File: config.mk
export PLATFORM = sky130hd
export DESIGN_NAME = ewed_top
export DESIGN_NICKNAME = d
export VERILOG_FILES = /design/src/shared/ewed_pkg.sv /design/src/hw/ewed_top.sv /design/src/hw/ewed_detect.sv
export SDC_FILE = /design/constraint.sdc
export NUM_CORES = 1
export LEC_CHECK = 0
export BUFFER_PORTS_ARGS = -buffer_cell sky130_fd_sc_hd__buf_2
export CORE_MARGIN = 2
export CORE_UTILIZATION = 40
export DETAILED_ROUTE_END_ITERATION = 16
export PLACE_DENSITY = 0.81
export SLEW_MARGIN = 20
export SYNTH_ARGS = -nofsm -noshare
export SYNTH_HDL_FRONTEND = slang
export SYNTH_HIERARCHICAL = 1
export SYNTH_SLANG_ARGS = --single-unit
File: constraint.sdc
create_clock -name pclk -period 3.2 [get_ports pclk]
set_clock_uncertainty 0.1 [all_clocks]
set_input_delay 0.48 -clock pclk [delete_from_list [all_inputs] [get_ports pclk]]
set_output_delay 0.48 -clock pclk [all_outputs]
set_load 0.01 [all_outputs]
File: src/shared/ewed_pkg.sv
// Notes on behaviour
// - Pin-5 enable (bit 7) turns on pin-5 detection and wake; 0 disables it.
// - Pin-5 mode (bits 6:4): rise, fall, both, high, low; 5..7 act as 1..3.
// - Pin-4 enable (bit 3) turns on pin-4 detection and wake; 0 disables it.
// - Pin-4 mode (bits 2:0) uses the same encoding and aliases as pin 5.
// - Bus config bit 3 enables bus-activity wake detection; 0 disables it.
// - Bus mode (bits 2:0) uses the same five modes and aliases.
// - Bus wake config resets to zero; bits 31:4 are read-only zero.
// - A hit latches a flag; a 1 written to its self-clearing clear bit clears it.
package ewed_pkg;
	// ==========================================================
	// Register map (byte addresses)
	localparam logic [11:0] PIN_CFG_OFS = 12'hA24;
	localparam logic [11:0] BUS_CFG_OFS = 12'hA28;
	localparam logic [11:0] CLR_OFS = 12'hA30;
	localparam logic [11:0] FLAG_OFS = 12'hA34;
	// ==========================================================
	// Field positions
	localparam int P5_EN_BIT = 7;
	localparam int P5_MODE_LSB = 4;
	localparam int P4_EN_BIT = 3;
	localparam int P4_MODE_LSB = 0;
	localparam int BUS_EN_BIT = 3;
	localparam int BUS_MODE_LSB = 0;
	localparam int CLR_P4_BIT = 4;
	localparam int CLR_P5_BIT = 5;
	localparam int CLR_BUS_BIT = 8;
	// ==========================================================
	// Reset values
	localparam logic [7:0] PIN_CFG_RST = 8'h00;
	localparam logic [3:0] BUS_CFG_RST = 4'h0;
	// ==========================================================
	// Detection modes
	typedef enum logic [2:0] {
		EWED_RISE = 3'h0, EWED_FALL = 3'h1, EWED_BOTH = 3'h2,
		EWED_HIGH = 3'h3, EWED_LOW = 3'h4
	} ewed_mode_t;
	// One source setting travels as a struct
	typedef struct packed {
		logic en;
		logic [2:0] mode;
	} ewed_src_cfg_t;
endpackage

File: src/hw/ewed_top.sv
// The APB register port was decided locally.
`timescale 1ns/1ps
module ewed_top (
	// APB
	input wire logic pclk,
	input wire logic presetn,
	input wire logic ce,
	input wire logic psel,
	input wire logic penable,
	input wire logic pwrite,
	input wire logic [11:0] paddr,
	input wire logic [31:0] pwdata,
	output logic [31:0] prdata,
	output logic pready,
	output logic pslverr,
	// Event sources from pins
	input wire logic general_pin_4,
	input wire logic general_pin_5,
	input wire logic bus_activity,
	// Wake request and flags
	output logic [2:0] event_flags,
	output logic wake_req
);
	// ==========================================================
	// Registers
	logic [7:0] pin_cfg_r;
	logic [3:0] bus_cfg_r;
	logic [2:0] flag_r, flag_nxt;
	logic [2:0] hit;
	logic wr, rd_sel_ok;
	logic [2:0] clr;
	ewed_pkg::ewed_src_cfg_t cfg4, cfg5, cfgb;

	assign wr = psel & penable & pwrite;
	assign rd_sel_ok = paddr == ewed_pkg::PIN_CFG_OFS
		|| paddr == ewed_pkg::BUS_CFG_OFS
		|| paddr == ewed_pkg::CLR_OFS
		|| paddr == ewed_pkg::FLAG_OFS;
	assign pready = 1'b1;
	assign pslverr = psel & penable & ~rd_sel_ok;

	// Config write; bus config keeps only its four live bits
	always_ff @(posedge pclk or negedge presetn) begin
		if (!presetn) begin
			pin_cfg_r <= ewed_pkg::PIN_CFG_RST;
			bus_cfg_r <= ewed_pkg::BUS_CFG_RST;
		end else if (ce && wr) begin
			if (paddr == ewed_pkg::PIN_CFG_OFS)
				pin_cfg_r <= pwdata[7:0];
			if (paddr == ewed_pkg::BUS_CFG_OFS)
				bus_cfg_r <= pwdata[3:0];
		end
	end

	// Source settings
	assign cfg4 = '{pin_cfg_r[ewed_pkg::P4_EN_BIT],
		pin_cfg_r[ewed_pkg::P4_MODE_LSB +: 3]};
	assign cfg5 = '{pin_cfg_r[ewed_pkg::P5_EN_BIT],
		pin_cfg_r[ewed_pkg::P5_MODE_LSB +: 3]};
	assign cfgb = '{bus_cfg_r[ewed_pkg::BUS_EN_BIT],
		bus_cfg_r[ewed_pkg::BUS_MODE_LSB +: 3]};

	ewed_detect u_p4 (.pclk(pclk), .presetn(presetn), .ce(ce),
		.src_async(general_pin_4), .cfg(cfg4), .hit(hit[0]));
	ewed_detect u_p5 (.pclk(pclk), .presetn(presetn), .ce(ce),
		.src_async(general_pin_5), .cfg(cfg5), .hit(hit[1]));
	ewed_detect u_bus (.pclk(pclk), .presetn(presetn), .ce(ce),
		.src_async(bus_activity), .cfg(cfgb), .hit(hit[2]));

	// Clear pulses exist only in the write cycle, so the bit self-clears
	assign clr = (wr && paddr == ewed_pkg::CLR_OFS) ?
		{pwdata[ewed_pkg::CLR_BUS_BIT], pwdata[ewed_pkg::CLR_P5_BIT],
		pwdata[ewed_pkg::CLR_P4_BIT]} : 3'h0;
	// A hit in the clear cycle wins, so no event is lost
	assign flag_nxt = (flag_r & ~clr) | hit;

	always_ff @(posedge pclk or negedge presetn) begin
		if (!presetn)
			flag_r <= 3'h0;
		else if (ce)
			flag_r <= flag_nxt;
	end
	assign event_flags = flag_r;
	assign wake_req = |flag_r;

	// Read mux; clear register always reads zero
	always_comb begin
		prdata = 32'h0;
		case (paddr)
		ewed_pkg::PIN_CFG_OFS: prdata = {24'h0, pin_cfg_r};
		ewed_pkg::BUS_CFG_OFS: prdata = {28'h0, bus_cfg_r};
		ewed_pkg::FLAG_OFS: prdata = {23'h0, flag_r[2], 2'h0,
			flag_r[1], flag_r[0], 4'h0};
		default: prdata = 32'h0;
		endcase
	end

	// ==========================================================
	// Checks
	property p_flag_set;
		@(posedge pclk) disable iff (!presetn) ce && hit[1] |=> flag_r[1];
	endproperty
	a_flag_set: assert property (p_flag_set) else $error("flag lost");
	property p_clear;
		@(posedge pclk) disable iff (!presetn)
		ce && clr[0] && !hit[0] |=> !flag_r[0];
	endproperty
	a_clear: assert property (p_clear) else $error("clear failed");
	property p_dis;
		@(posedge pclk) disable iff (!presetn) !pin_cfg_r[7] |-> !hit[1];
	endproperty
	a_dis: assert property (p_dis) else $error("pin5 off hit");
	property p_dis4;
		@(posedge pclk) disable iff (!presetn) !pin_cfg_r[3] |-> !hit[0];
	endproperty
	a_dis4: assert property (p_dis4) else $error("pin4 off hit");
	property p_disb;
		@(posedge pclk) disable iff (!presetn) !bus_cfg_r[3] |-> !hit[2];
	endproperty
	a_disb: assert property (p_disb) else $error("bus off hit");
	property p_rsvd;
		@(posedge pclk) disable iff (!presetn)
		paddr == ewed_pkg::BUS_CFG_OFS |-> prdata[31:4] == 28'h0;
	endproperty
	a_rsvd: assert property (p_rsvd) else $error("reserved set");
	property p_lvl;
		@(posedge pclk) disable iff (!presetn)
		ce && bus_cfg_r == 4'hB && $stable(bus_activity) && bus_activity
		##1 ce && bus_activity ##1 ce |=> bus_cfg_r != 4'hB || hit[2];
	endproperty
	a_lvl: assert property (p_lvl) else $error("level miss");

	// ==========================================================
	// Mode decoding, checked against the synchroniser taps
	// Alias code 7 on pin 5 must behave as high level
	property p_mode5;
		@(posedge pclk) disable iff (!presetn)
		pin_cfg_r[7:4] == 4'hF |-> hit[1] == u_p5.s2_r;
	endproperty
	a_mode5: assert property (p_mode5) else $error("pin5 alias");
	// Plain rise on pin 5 fires only on a low-to-high step
	property p_rise5;
		@(posedge pclk) disable iff (!presetn)
		pin_cfg_r[7:4] == 4'h8 |-> hit[1] == (u_p5.s2_r & !u_p5.prev_r);
	endproperty
	a_rise5: assert property (p_rise5) else $error("pin5 rise");
	// Alias code 6 on pin 4 must behave as either edge
	property p_alias4;
		@(posedge pclk) disable iff (!presetn)
		pin_cfg_r[3:0] == 4'hE |-> hit[0] == (u_p4.s2_r ^ u_p4.prev_r);
	endproperty
	a_alias4: assert property (p_alias4) else $error("pin4 both");
	// Alias code 5 on pin 4 must behave as falling edge
	property p_alias4f;
		@(posedge pclk) disable iff (!presetn)
		pin_cfg_r[3:0] == 4'hD |-> hit[0] == (u_p4.prev_r & !u_p4.s2_r);
	endproperty
	a_alias4f: assert property (p_alias4f) else $error("pin4 fall");
	// Low level on the bus line hits for as long as it lasts
	property p_low_bus;
		@(posedge pclk) disable iff (!presetn)
		bus_cfg_r == 4'hC |-> hit[2] == !u_bus.s2_r;
	endproperty
	a_low_bus: assert property (p_low_bus) else $error("bus low");

	// ==========================================================
	// Flag life cycle
	// A set flag stays until software clears it
	property p_hold;
		@(posedge pclk) disable iff (!presetn)
		ce && flag_r[1] && !clr[1] |=> flag_r[1];
	endproperty
	a_hold: assert property (p_hold) else $error("flag dropped");
	// No flag appears without a hit behind it
	property p_nospur;
		@(posedge pclk) disable iff (!presetn)
		ce && !flag_r[2] && !hit[2] |=> !flag_r[2];
	endproperty
	a_nospur: assert property (p_nospur) else $error("spurious flag");
	// Clock enable low freezes flags and settings alike
	property p_freeze;
		@(posedge pclk) disable iff (!presetn)
		!ce |=> $stable(flag_r) && $stable(pin_cfg_r) && $stable(bus_cfg_r);
	endproperty
	a_freeze: assert property (p_freeze) else $error("state moved");
	// Only the four live bits of a bus config write are kept
	property p_cfg_wr;
		@(posedge pclk) disable iff (!presetn)
		ce && wr && paddr == ewed_pkg::BUS_CFG_OFS
		|=> bus_cfg_r == $past(pwdata[3:0]);
	endproperty
	a_cfg_wr: assert property (p_cfg_wr) else $error("cfg not kept");
	// Any enabled hit raises the wake request on the next edge
	property p_wake;
		@(posedge pclk) disable iff (!presetn)
		ce && |hit |=> wake_req;
	endproperty
	a_wake: assert property (p_wake) else $error("no wake");

	// ==========================================================
	// Synchroniser depth: pin reaches logic only after two flops
	property p_sync1;
		@(posedge pclk) disable iff (!presetn)
		$past(ce) && !$past(general_pin_5) |-> !u_p5.s1_r;
	endproperty
	a_sync1: assert property (p_sync1) else $error("first flop");
	// The second flop copies the first one cycle later
	property p_sync2;
		@(posedge pclk) disable iff (!presetn)
		$past(ce) |-> u_p5.s2_r == $past(u_p5.s1_r);
	endproperty
	a_sync2: assert property (p_sync2) else $error("second flop");

	// Main scenarios worth seeing at least once
	c_flag: cover property (@(posedge pclk) flag_r[1]);
	c_bus: cover property (@(posedge pclk) flag_r[2]);
	c_clr: cover property (@(posedge pclk) |clr);
	c_reraise: cover property (@(posedge pclk) clr[2] ##1 flag_r[2]);
endmodule

File: src/hw/ewed_detect.sv
`timescale 1ns/1ps
module ewed_detect (
	// Clocking
	input wire logic pclk,
	input wire logic presetn,
	input wire logic ce,
	// Source
	input wire logic src_async,
	input wire ewed_pkg::ewed_src_cfg_t cfg,
	// Result
	output logic hit
);
	logic s1_r, s2_r, prev_r;
	logic [2:0] m;
	logic rise, fall;

	// Two-flop synchroniser, then a history flop for edges
	always_ff @(posedge pclk or negedge presetn) begin
		if (!presetn) begin
			s1_r <= 1'b0;
			s2_r <= 1'b0;
			prev_r <= 1'b0;
		end else if (ce) begin
			s1_r <= src_async;
			s2_r <= s1_r;
			prev_r <= s2_r;
		end
	end

	// Codes 5..7 fold onto 1..3 by subtracting four
	assign m = (cfg.mode > 3'h4) ? cfg.mode - 3'h4 : cfg.mode;
	assign rise = s2_r & ~prev_r;
	assign fall = ~s2_r & prev_r;
	// Level modes keep hitting while the level lasts
	assign hit = cfg.en & (
		(m == ewed_pkg::EWED_RISE) ? rise :
		(m == ewed_pkg::EWED_FALL) ? fall :
		(m == ewed_pkg::EWED_BOTH) ? (rise | fall) :
		(m == ewed_pkg::EWED_HIGH) ? s2_r : ~s2_r);
endmodule

==> results.sh, run 1 <==
export IMPL_drcViolationCount=0
export IMPL_powerDensity_nw_per_um2=331.9
export IMPL_clk_pin_slew_ns=0.08
export IMPL_cp_common_cell="buf_2"
export IMPL_finalSetupViolations=0
export IMPL_maxSlewViolCount=0
export IMPL_syn_cell_area_um2=1561
export IMPL_synth_cell_types=32
export IMPL_ff2ff_path_depth=5
export IMPL_worstSetupEndpointType="primary output"
export IMPL_ys_ff_latch=24
export IMPL_cts_max_path_buffers=2
export IMPL_gp_congestion=0.7785
export IMPL_cts_htree_levels=1
export IMPL_n_antenna_cell=0
export IMPL_cts_buffers=3
export IMPL_grt_pass1_vias=1069
export IMPL_detail_route_first_pass_iterations=5
export IMPL_post_synth_cell_area_avg_um2=10.14
export IMPL_cap_violations=0
export IMPL_wl_um=3013
export IMPL_num_vias=1204
export IMPL_antenna_found_initial=0
export IMPL_critPathArrivalTime_ns=1.87
export IMPL_crit_chain="buf_2 > nor4b_1 > nand3b_1 > buf_4 > or3_1 > nor2_1 > buf_2"
export IMPL_period_minus_slack_ns=2.446
export IMPL_synth_top_area_cell="dfrtp_1"
export IMPL_fill_cells=359
export IMPL_cts_root_buf="clkbuf_8"
export IMPL_fin_crit_sh=0.7642
export IMPL_clock_sinks=24
export IMPL_yosys_area_top_type_share=0.3846
export IMPL_layout_common_cells="buf_2, conb_1, dfrtp_1, mux2_2, nand2_1"
export IMPL_ios=91
export IMPL_cp_start_kind="input port"
export IMPL_final_util=0.4822
export IMPL_fmax_mhz=408.9
export IMPL_synthMuxAreaShare=0.1402
export IMPL_grt_overflow_total=0
export IMPL_dpl_hpwl_um=2396
export IMPL_wl_per_cell_um=12.20
export IMPL_holdBufCountCts=0
export IMPL_tritoncts="yes"
export IMPL_yosysSeqAreaShare=0.3846
export IMPL_worst_setup_path_type="in -> out"
export IMPL_final_hold_viol_count=0
export IMPL_grt_pass1_wl_um=4926
export IMPL_synthAdderAreaFrac=0.04808
export IMPL_layout_area_overhead_vs_synth_pct=14.74
export IMPL_syn_inst=154
export IMPL_cpMaxStageDelayCell="or3_1"
export IMPL_max_stage_delay_ns=0.40
export IMPL_core_area_um2=3716
export IMPL_p_leak_nw=0.8793
export IMPL_cts_setup_buffers=0
export IMPL_largest_register="pin_cfg_r"
export IMPL_final_common_cell="buf_2"
export IMPL_yosys_area_share_simple=0.1867
export IMPL_rsz0062_at_grt="false"
export IMPL_required_ns=2.62
export IMPL_nNetsFinal=260
export IMPL_largest_register_ffs=8
export IMPL_synth_compound_area_frac=0.09776
export IMPL_ys_warn_count=6
export IMPL_start_util=0.4202
export IMPL_drtAntennaViolNets=0
export IMPL_path_max_fanout=7
export IMPL_num_rows=22
export IMPL_status="finished clean"
export IMPL_insertion_delay_ns=0.26
export IMPL_die_h_um=66.48
export IMPL_worst_pin_slew_ns=0.5325
export IMPL_vias_per_cell=4.874
export IMPL_grt_usage=0.1469
export IMPL_drtIter0Drc=39
export IMPL_hp_class="in -> async"
export IMPL_drive_gt1_frac=0.3518
export IMPL_final_setup_tns_ns=0
export IMPL_grt_max_degree=25
export IMPL_ir_worst_vdd_v=0.0001322
export IMPL_cts_resized=0
export IMPL_port_buffers=43
export IMPL_die_area_um2=4420
export IMPL_synth_top_family_by_area="simple AND/OR/NAND/NOR gates"
export IMPL_netlist_top_cells_area="dfrtp_1, buf_4, mux2_2, ha_1, nand2_1"
export IMPL_die_x_um=66.48
export IMPL_synth_xor_area_share=0.005609
export IMPL_relSlewSlack=0.6450
-- worst paths after layout --
path                       slack (ns)          start        endpoint
setup / recovery                 0.75       paddr[1]       prdata[5]
hold / removal                   0.09        presetn       u_p4/s1_r
setup reg to reg                 1.64      u_p4/s2_r  event_flags[0]
hold reg to reg                  0.39      u_p4/s1_r       u_p4/s2_r
max in group asynchronous        2.56        presetn  event_flags[2]
min in group pclk                0.34  general_pin_5       u_p5/s1_r
-- routing by layer --
| layer | wire length (um) | track usage | share of wire |
|---|---|---|---|
| met1 | 1370 | 0.1989 | 0.45 |
| met2 | 1385 | 0.2400 | 0.46 |
| met3 | 226 | 0.02365 | 0.075 |
| met4 | 30 | 0.04592 | 0.010 |
| met5 | 0 | 0 | 0 |
-- power breakdown --
| part | internal, mW | switching [mW] | total, mW | leakage (nW) |
|---|---|---|---|---|
| Sequential | 0.316 | 0.00945 | 0.326 | 0.303 |
| Clock | 0.0841 | 0.0887 | 0.173 | 0.0216 |
| Combinational | 0.0390 | 0.0571 | 0.0961 | 0.554 |
| Total | 0.439 | 0.155 | 0.595 | 0.879 |
-- area by class of cell --
type	instances	area, um^2	area share
Multi-Input combinational cell	121	837.1	0.4672
Sequential cell	24	600.6	0.3352
Timing Repair Buffer	45	230.2	0.1285
Tap cell	48	60.06	0.03352
Clock buffer	3	41.29	0.02304
Inverter	6	22.52	0.01257
-- cells by family (layout without fill, tap and decap cells) --
family / count (synthesis) / in the layout
fa+ha+maj: 6 / 6
mux: 20 / 20
flops: 24 / 24
other cells: 2 / 24
simple gates: 50 / 50
buf+inv: 31 / 54
compound gates: 20 / 20
xor+xnor: 1 / 1
-- critical path: cells and delay by family --
| family | cells | cell delay, ns |
|---|---|---|
| AND/OR/NAND/NOR | 4 | 0.98 |
| buffers and inverters | 3 | 0.40 |
-- synth_stat cells --
master and instances:
clkbuf_1 1, nand3b_1 4, conb_1 2, and3b_1 1, nor2b_1 6, inv_1 6
or3_1 2, a31oi_1 1, nand4_1 1, o22ai_1 3, nor3_4 1, xnor2_1 1
or3_4 1, nor4b_1 2, or3b_4 1, nand2_1 14, dfrtp_1 24, mux2i_1 5
o21ai_0 6, nand3_1 2, a22oi_1 4, a211oi_2 3, nor2_1 8, mux2_2 15
a221o_1 3, buf_4 24, nor3_2 1, ha_1 6, nand2b_1 1, nor3_1 1
and3_1 3, nor3b_1 1
-- metrics by stage --
stage               power [mW]  instance area (um^2)  setup WS (ns)  cells  hold WS (ns)
floorplan               0.4093                  1644         0.9190    176       0.08441
global placement        0.4239                  1750         0.7533    244        0.3577
detailed placement      0.4282                  1750         0.7545    244        0.3687
CTS                     0.6032                  1792         0.7460    247        0.1063
global route            0.6323                  1792         0.6380    247        0.1296
finish                  0.5948                  1792         0.7544    247       0.08810
No activity file was read; power rests on OpenSTA's default activity.
==> inputs of run 2 (changes only) <==
==> constraint.sdc (replaced) <==
create_clock -name pclk -period 2.3 [get_ports pclk]
set_clock_uncertainty 0.1 [all_clocks]
set_input_delay 0.345 -clock pclk [delete_from_list [all_inputs] [get_ports pclk]]
set_output_delay 0.345 -clock pclk [all_outputs]
set_load 0.01 [all_outputs]
==> results.sh, run 2 (synthesized netlist as in run 1, its figures left out) <==
export IMPL_worst_setup_path_type="in -> out"
export IMPL_fin_crit_sh=0.8795
export IMPL_cts_htree_levels=1
export IMPL_cap_violations=0
export IMPL_holdBufCountCts=1
export IMPL_die_x_um=66.48
export IMPL_relSlewSlack=0.6379
export IMPL_wl_per_cell_um=12.81
export IMPL_dpl_cell_area_um2=1773
export IMPL_min_path_cells=2
export IMPL_port_buffers=43
export IMPL_ff2ff_setup_slack_ns=0.72
export IMPL_drtAntennaViolNets=0
export IMPL_whs_ns=0.2006
export IMPL_grt_overflow_total=0
export IMPL_final_common_cell="buf_2"
export IMPL_nNetsFinal=264
export IMPL_largest_register="pin_cfg_r"
export IMPL_multiInputGateArea_um2=837.1
export IMPL_fill_cells=358
export IMPL_rsz0062_at_grt="false"
export IMPL_start_util=0.4202
export IMPL_final_hold_viol_count=0
export IMPL_layout_area_overhead_vs_synth_pct=17.71
export IMPL_cts_resized=0
export IMPL_n_antenna_cell=0
export IMPL_fin_cells=252
export IMPL_final_setup_tns_ns=0
export IMPL_drive_gt1_frac=0.3627
export IMPL_cts_setup_buffers=0
export IMPL_met2_usage=0.2438
export IMPL_dpl_hpwl_um=2520
export IMPL_drcViolationCount=0
export IMPL_clock_sinks=24
export IMPL_maxSlewViolCount=0
export IMPL_grt_met1_usage=0.2021
export IMPL_dpl_worst_slack_ns=0.1647
export IMPL_insertion_delay_ns=0.27
export IMPL_grt_pass1_wl_um=4974
export IMPL_worstSetupEndpointType="primary output"
export IMPL_worstHoldEndpoint="u_p5/s1_r"
export IMPL_crit_chain="buf_2 > nor4b_1 > nand3b_1 > or3_1 > nor2_1 > buf_2"
export IMPL_tritoncts="yes"
export IMPL_drtIter0Drc=35
export IMPL_grt_usage=0.1531
export IMPL_finalSetupViolations=0
export IMPL_die_h_um=66.48
export IMPL_ir_worst_vdd_v=0.0003076
export IMPL_clk_pin_slew_ns=0.08
export IMPL_status="finished clean"
export IMPL_critPathArrivalTime_ns=1.58
export IMPL_reg2reg_to="event_flags[0]"
export IMPL_ff_latch_area_um2=600.6
export IMPL_grt_pass1_vias=1043
export IMPL_num_vias=1218
export IMPL_vias_per_cell=4.833
export IMPL_powerDensity_nw_per_um2=479.9
export IMPL_gp_congestion=0.8052
export IMPL_globalRoute_busiestLayer="met2"
export IMPL_layout_common_cells="buf_2, conb_1, dfrtp_1, mux2_2, nand2_1"
export IMPL_setup_ws_ns=0.2773
export IMPL_antenna_found_initial=0
export IMPL_ios=91
export IMPL_required_ns=1.86
export IMPL_detail_route_first_pass_iterations=4
export IMPL_ff2ff_path_depth=5
export IMPL_cpMaxStageDelayCell="or3_1"
export IMPL_cp_start_kind="input port"
export IMPL_fin_area_um2=1838
export IMPL_cp_common_cell="buf_2"
export IMPL_r2r_start="u_p4/s2_r"
export IMPL_core_area_um2=3716
export IMPL_period_minus_slack_ns=2.023
export IMPL_hold_start="general_pin_5"
export IMPL_cts_root_buf="clkbuf_8"
export IMPL_max_stage_delay_ns=0.41
export IMPL_power_mw=0.8821
export IMPL_cts_max_path_buffers=2
export IMPL_dpl_cell_count=247
export IMPL_grt_max_degree=25
export IMPL_use_met3=0.02703
export IMPL_largest_register_ffs=8
export IMPL_worst_pin_slew_ns=0.5432
export IMPL_fmax_mhz=494.4
export IMPL_path_max_fanout=3
export IMPL_hp_class="in -> reg"
export IMPL_cts_buffers=3
export IMPL_p_leak_nw=0.9062
export IMPL_die_area_um2=4420
export IMPL_final_util=0.4946
export IMPL_num_rows=22
export IMPL_wl_um=3229
==> run 2: cell count changes in the layout (fill, tap and decap cells not counted) <==
cell | before | now
clkbuf_8 | 3 | 4
buf_4 | 2 | 5
dlygate4sd3_1 | 0 | 1
==> run 2: how the worst max path moves through the flow <==
stage	startpoint	endpoint	slack [ns]	depth (start not counted)
6_report	paddr[1]	prdata[4]	0.28	6
5_1_grt	paddr[1]	prdata[8]	0.16	6
4_1_cts	paddr[1]	prdata[4]	0.26	6
3_5_place_dp	paddr[7]	pin_cfg_r[2]	0.16	6
3_3_place_gp	paddr[7]	pin_cfg_r[4]	0.18	6
2_1_floorplan	paddr[1]	prdata[4]	0.29	4
==> run 2: critical path, delay by kind of cell <==
kind | cells | cell delay, ns
buf+inv | 2 | 0.22
simple gates | 4 | 1.01
==> run 2: final cells by class <==
type / count / share of cell area
Sequential cell: 24 / 0.3268
Clock buffer: 4 / 0.02995
Tap cell: 48 / 0.03268
Timing Repair Buffer: 49 / 0.1430
Multi-Input combinational cell: 121 / 0.4554
Inverter: 6 / 0.01225
==> run 2: metal layers <==
metal | part of all wire | wire [um]
met5 | 0 | 0
met1 | 0.45 | 1452
met2 | 0.47 | 1526
met4 | 0.016 | 51
met3 | 0.062 | 200
==> run 2: report_power, final <==
part	switching, mW	internal [mW]	total [mW]
logic	0.0836	0.0581	0.142
registers	0.0136	0.440	0.454
clock network	0.134	0.153	0.287
total	0.231	0.651	0.882
==> inputs of run 3 (changes only) <==
--- a/config.mk
+++ b/config.mk
@@ -6,6 +6,7 @@
 export NUM_CORES = 1
 export LEC_CHECK = 0
 export BUFFER_PORTS_ARGS = -buffer_cell sky130_fd_sc_hd__buf_2
+export CORE_ASPECT_RATIO = 1.25
 export CORE_MARGIN = 2
 export CORE_UTILIZATION = 40
 export DETAILED_ROUTE_END_ITERATION = 16
==> results.sh, run 3 (synthesized netlist as in run 1, its figures left out) <==
export IMPL_vias_per_cell=4.992
export IMPL_largest_register_ffs=8
export IMPL_relSlewSlack=0.6442
export IMPL_fin_crit_sh=0.8982
export IMPL_ff2ff_setup_slack_ns=0.71
export IMPL_ir_worst_vdd_v=0.0003413
export IMPL_crit_family="simple AND/OR/NAND/NOR gates"
export IMPL_final_setup_tns_ns=0
export IMPL_core_area_um2=3754
export IMPL_grt_pass1_vias=1144
export IMPL_critPathArrivalTime_ns=1.62
export IMPL_grt_usage=0.1459
export IMPL_drtAntennaViolNets=0
export IMPL_p_leak_nw=0.9079
export IMPL_die_h_um=73.86
export IMPL_reg2reg_to="event_flags[0]"
export IMPL_powerDensity_nw_per_um2=523.0
export IMPL_max_stage_delay_ns=0.41
export IMPL_port_buffers=43
export IMPL_wl_um=3100
export IMPL_crit_chain="buf_2 > nor4b_1 > nand3b_1 > or3_1 > nor2_1 > buf_2"
export IMPL_layout_area_overhead_vs_synth_pct=17.63
export IMPL_power_share_combinational=0.141
export IMPL_fin_area_um2=1837
export IMPL_tritoncts="yes"
export IMPL_path_buf_inv=2
export IMPL_cts_root_buf="clkbuf_8"
export IMPL_cts_max_path_buffers=2
export IMPL_clk_pin_slew_ns=0.09
export IMPL_nNetsFinal=263
export IMPL_wl_per_cell_um=12.76
export IMPL_hold_start="bus_activity"
export IMPL_detail_route_first_pass_iterations=4
export IMPL_rsz0062_at_grt="false"
export IMPL_ios=91
export IMPL_cap_violations=0
export IMPL_finalSetupViolations=0
export IMPL_hp_class="in -> reg"
export IMPL_dpl_cell_area_um2=1755
export IMPL_min_path_cells=2
export IMPL_path_max_fanout=3
export IMPL_die_area_um2=4423
export IMPL_ff2ff_path_depth=6
export IMPL_cp_start_kind="input port"
export IMPL_layout_common_cells="buf_2, conb_1, dfrtp_1, mux2_2, nand2_1"
export IMPL_final_common_cell="buf_2"
export IMPL_num_vias=1213
export IMPL_die_x_um=59.89
export IMPL_cpMaxStageDelayCell="or3_1"
export IMPL_maxSlewViolCount=0
export IMPL_antenna_found_initial=0
export IMPL_final_util=0.4893
export IMPL_whs_ns=0.2053
export IMPL_required_ns=1.86
export IMPL_startpoint="paddr[1]"
export IMPL_worstSetupEndpointType="primary output"
export IMPL_clock_sinks=24
export IMPL_largest_register="pin_cfg_r"
export IMPL_grt_overflow_total=0
export IMPL_seq_power_share=0.473
export IMPL_n_antenna_cell=0
export IMPL_cts_buffers=3
export IMPL_dpl_hpwl_um=2459
export IMPL_cts_htree_levels=1
export IMPL_period_minus_slack_ns=2.066
export IMPL_start_util=0.4160
export IMPL_drtIter0Drc=41
export IMPL_p_switching_mw=0.2316
export IMPL_r2r_start="u_p4/s2_r"
export IMPL_gp_congestion=0.7449
export IMPL_grt_pass1_wl_um=4857
export IMPL_cts_setup_buffers=0
export IMPL_power_mw=0.9606
export IMPL_worst_setup_path_type="in -> out"
export IMPL_p_int_mw=0.7290
export IMPL_grt_max_degree=25
export IMPL_num_rows=25
export IMPL_insertion_delay_ns=0.27
export IMPL_status="finished clean"
export IMPL_clkPwrFrac=0.386
export IMPL_switching_share=0.2411
export IMPL_worstHoldEndpoint="u_bus/s1_r"
export IMPL_cp_common_cell="buf_2"
export IMPL_drcViolationCount=0
export IMPL_fmax_mhz=484.1
export IMPL_worst_pin_slew_ns=0.5337
export IMPL_final_hold_viol_count=0
export IMPL_drive_gt1_frac=0.3596
-- run 3: final cells by class --
| type | count | area [um^2] |
|---|---|---|
| tap | 40 | 50.05 |
| multi-input combinational | 121 | 837.1 |
| timing repair buffer | 48 | 255.2 |
| inverter | 6 | 22.52 |
| clock buffer | 3 | 41.29 |
| sequential | 24 | 600.6 |
| clock inverter | 1 | 30.03 |
| fill | 354 | 1917 |
-- run 3: per-stage QoR --
step                instances  setup slack, ns
finish                    243           0.2342
global route              243           0.1568
CTS                       243           0.2024
detailed placement        238           0.1817
global placement          238           0.1929
floorplan                 176           0.2890
-- run 3: power by group through the flow --
stage / registers [mW] / clock network [mW] / logic [mW]
2_1_floorplan: 0.459 / 0 / 0.111
4_1_cts: 0.454 / 0.378 / 0.136
3_5_place_dp: 0.462 / 0 / 0.134
5_1_grt: 0.457 / 0.401 / 0.155
6_report: 0.454 / 0.371 / 0.136
3_3_place_gp: 0.461 / 0 / 0.130
-- run 3: repair_timing --
| item | 4_1_cts | 5_1_grt |
|---|---|---|
| hold buffers | 1 | 0 |
| endpoints found under the hold margin | 24 | 0 |
| gates resized for setup | 0 | 0 |
-- run 3: worst max-delay path by stage --
stage | slack (ns) | cells after the start | to
final | 0.23 | 6 | prdata[4]
after global routing | 0.16 | 6 | prdata[4]
after CTS | 0.20 | 6 | prdata[4]
after detailed placement | 0.18 | 6 | pin_cfg_r[4]
after global placement | 0.19 | 6 | pin_cfg_r[2]
after floorplan | 0.29 | 4 | prdata[4]
-- run 3: layer usage --
layer | track usage | vias to the layer above | part of all wire
li1 | - | 588 | -
met1 | 0.1748 | 568 | 0.42
met2 | 0.2476 | 51 | 0.50
met3 | 0.02641 | 6 | 0.056
met4 | 0.06914 | 0 | 0.021
met5 | 0 | - | 0
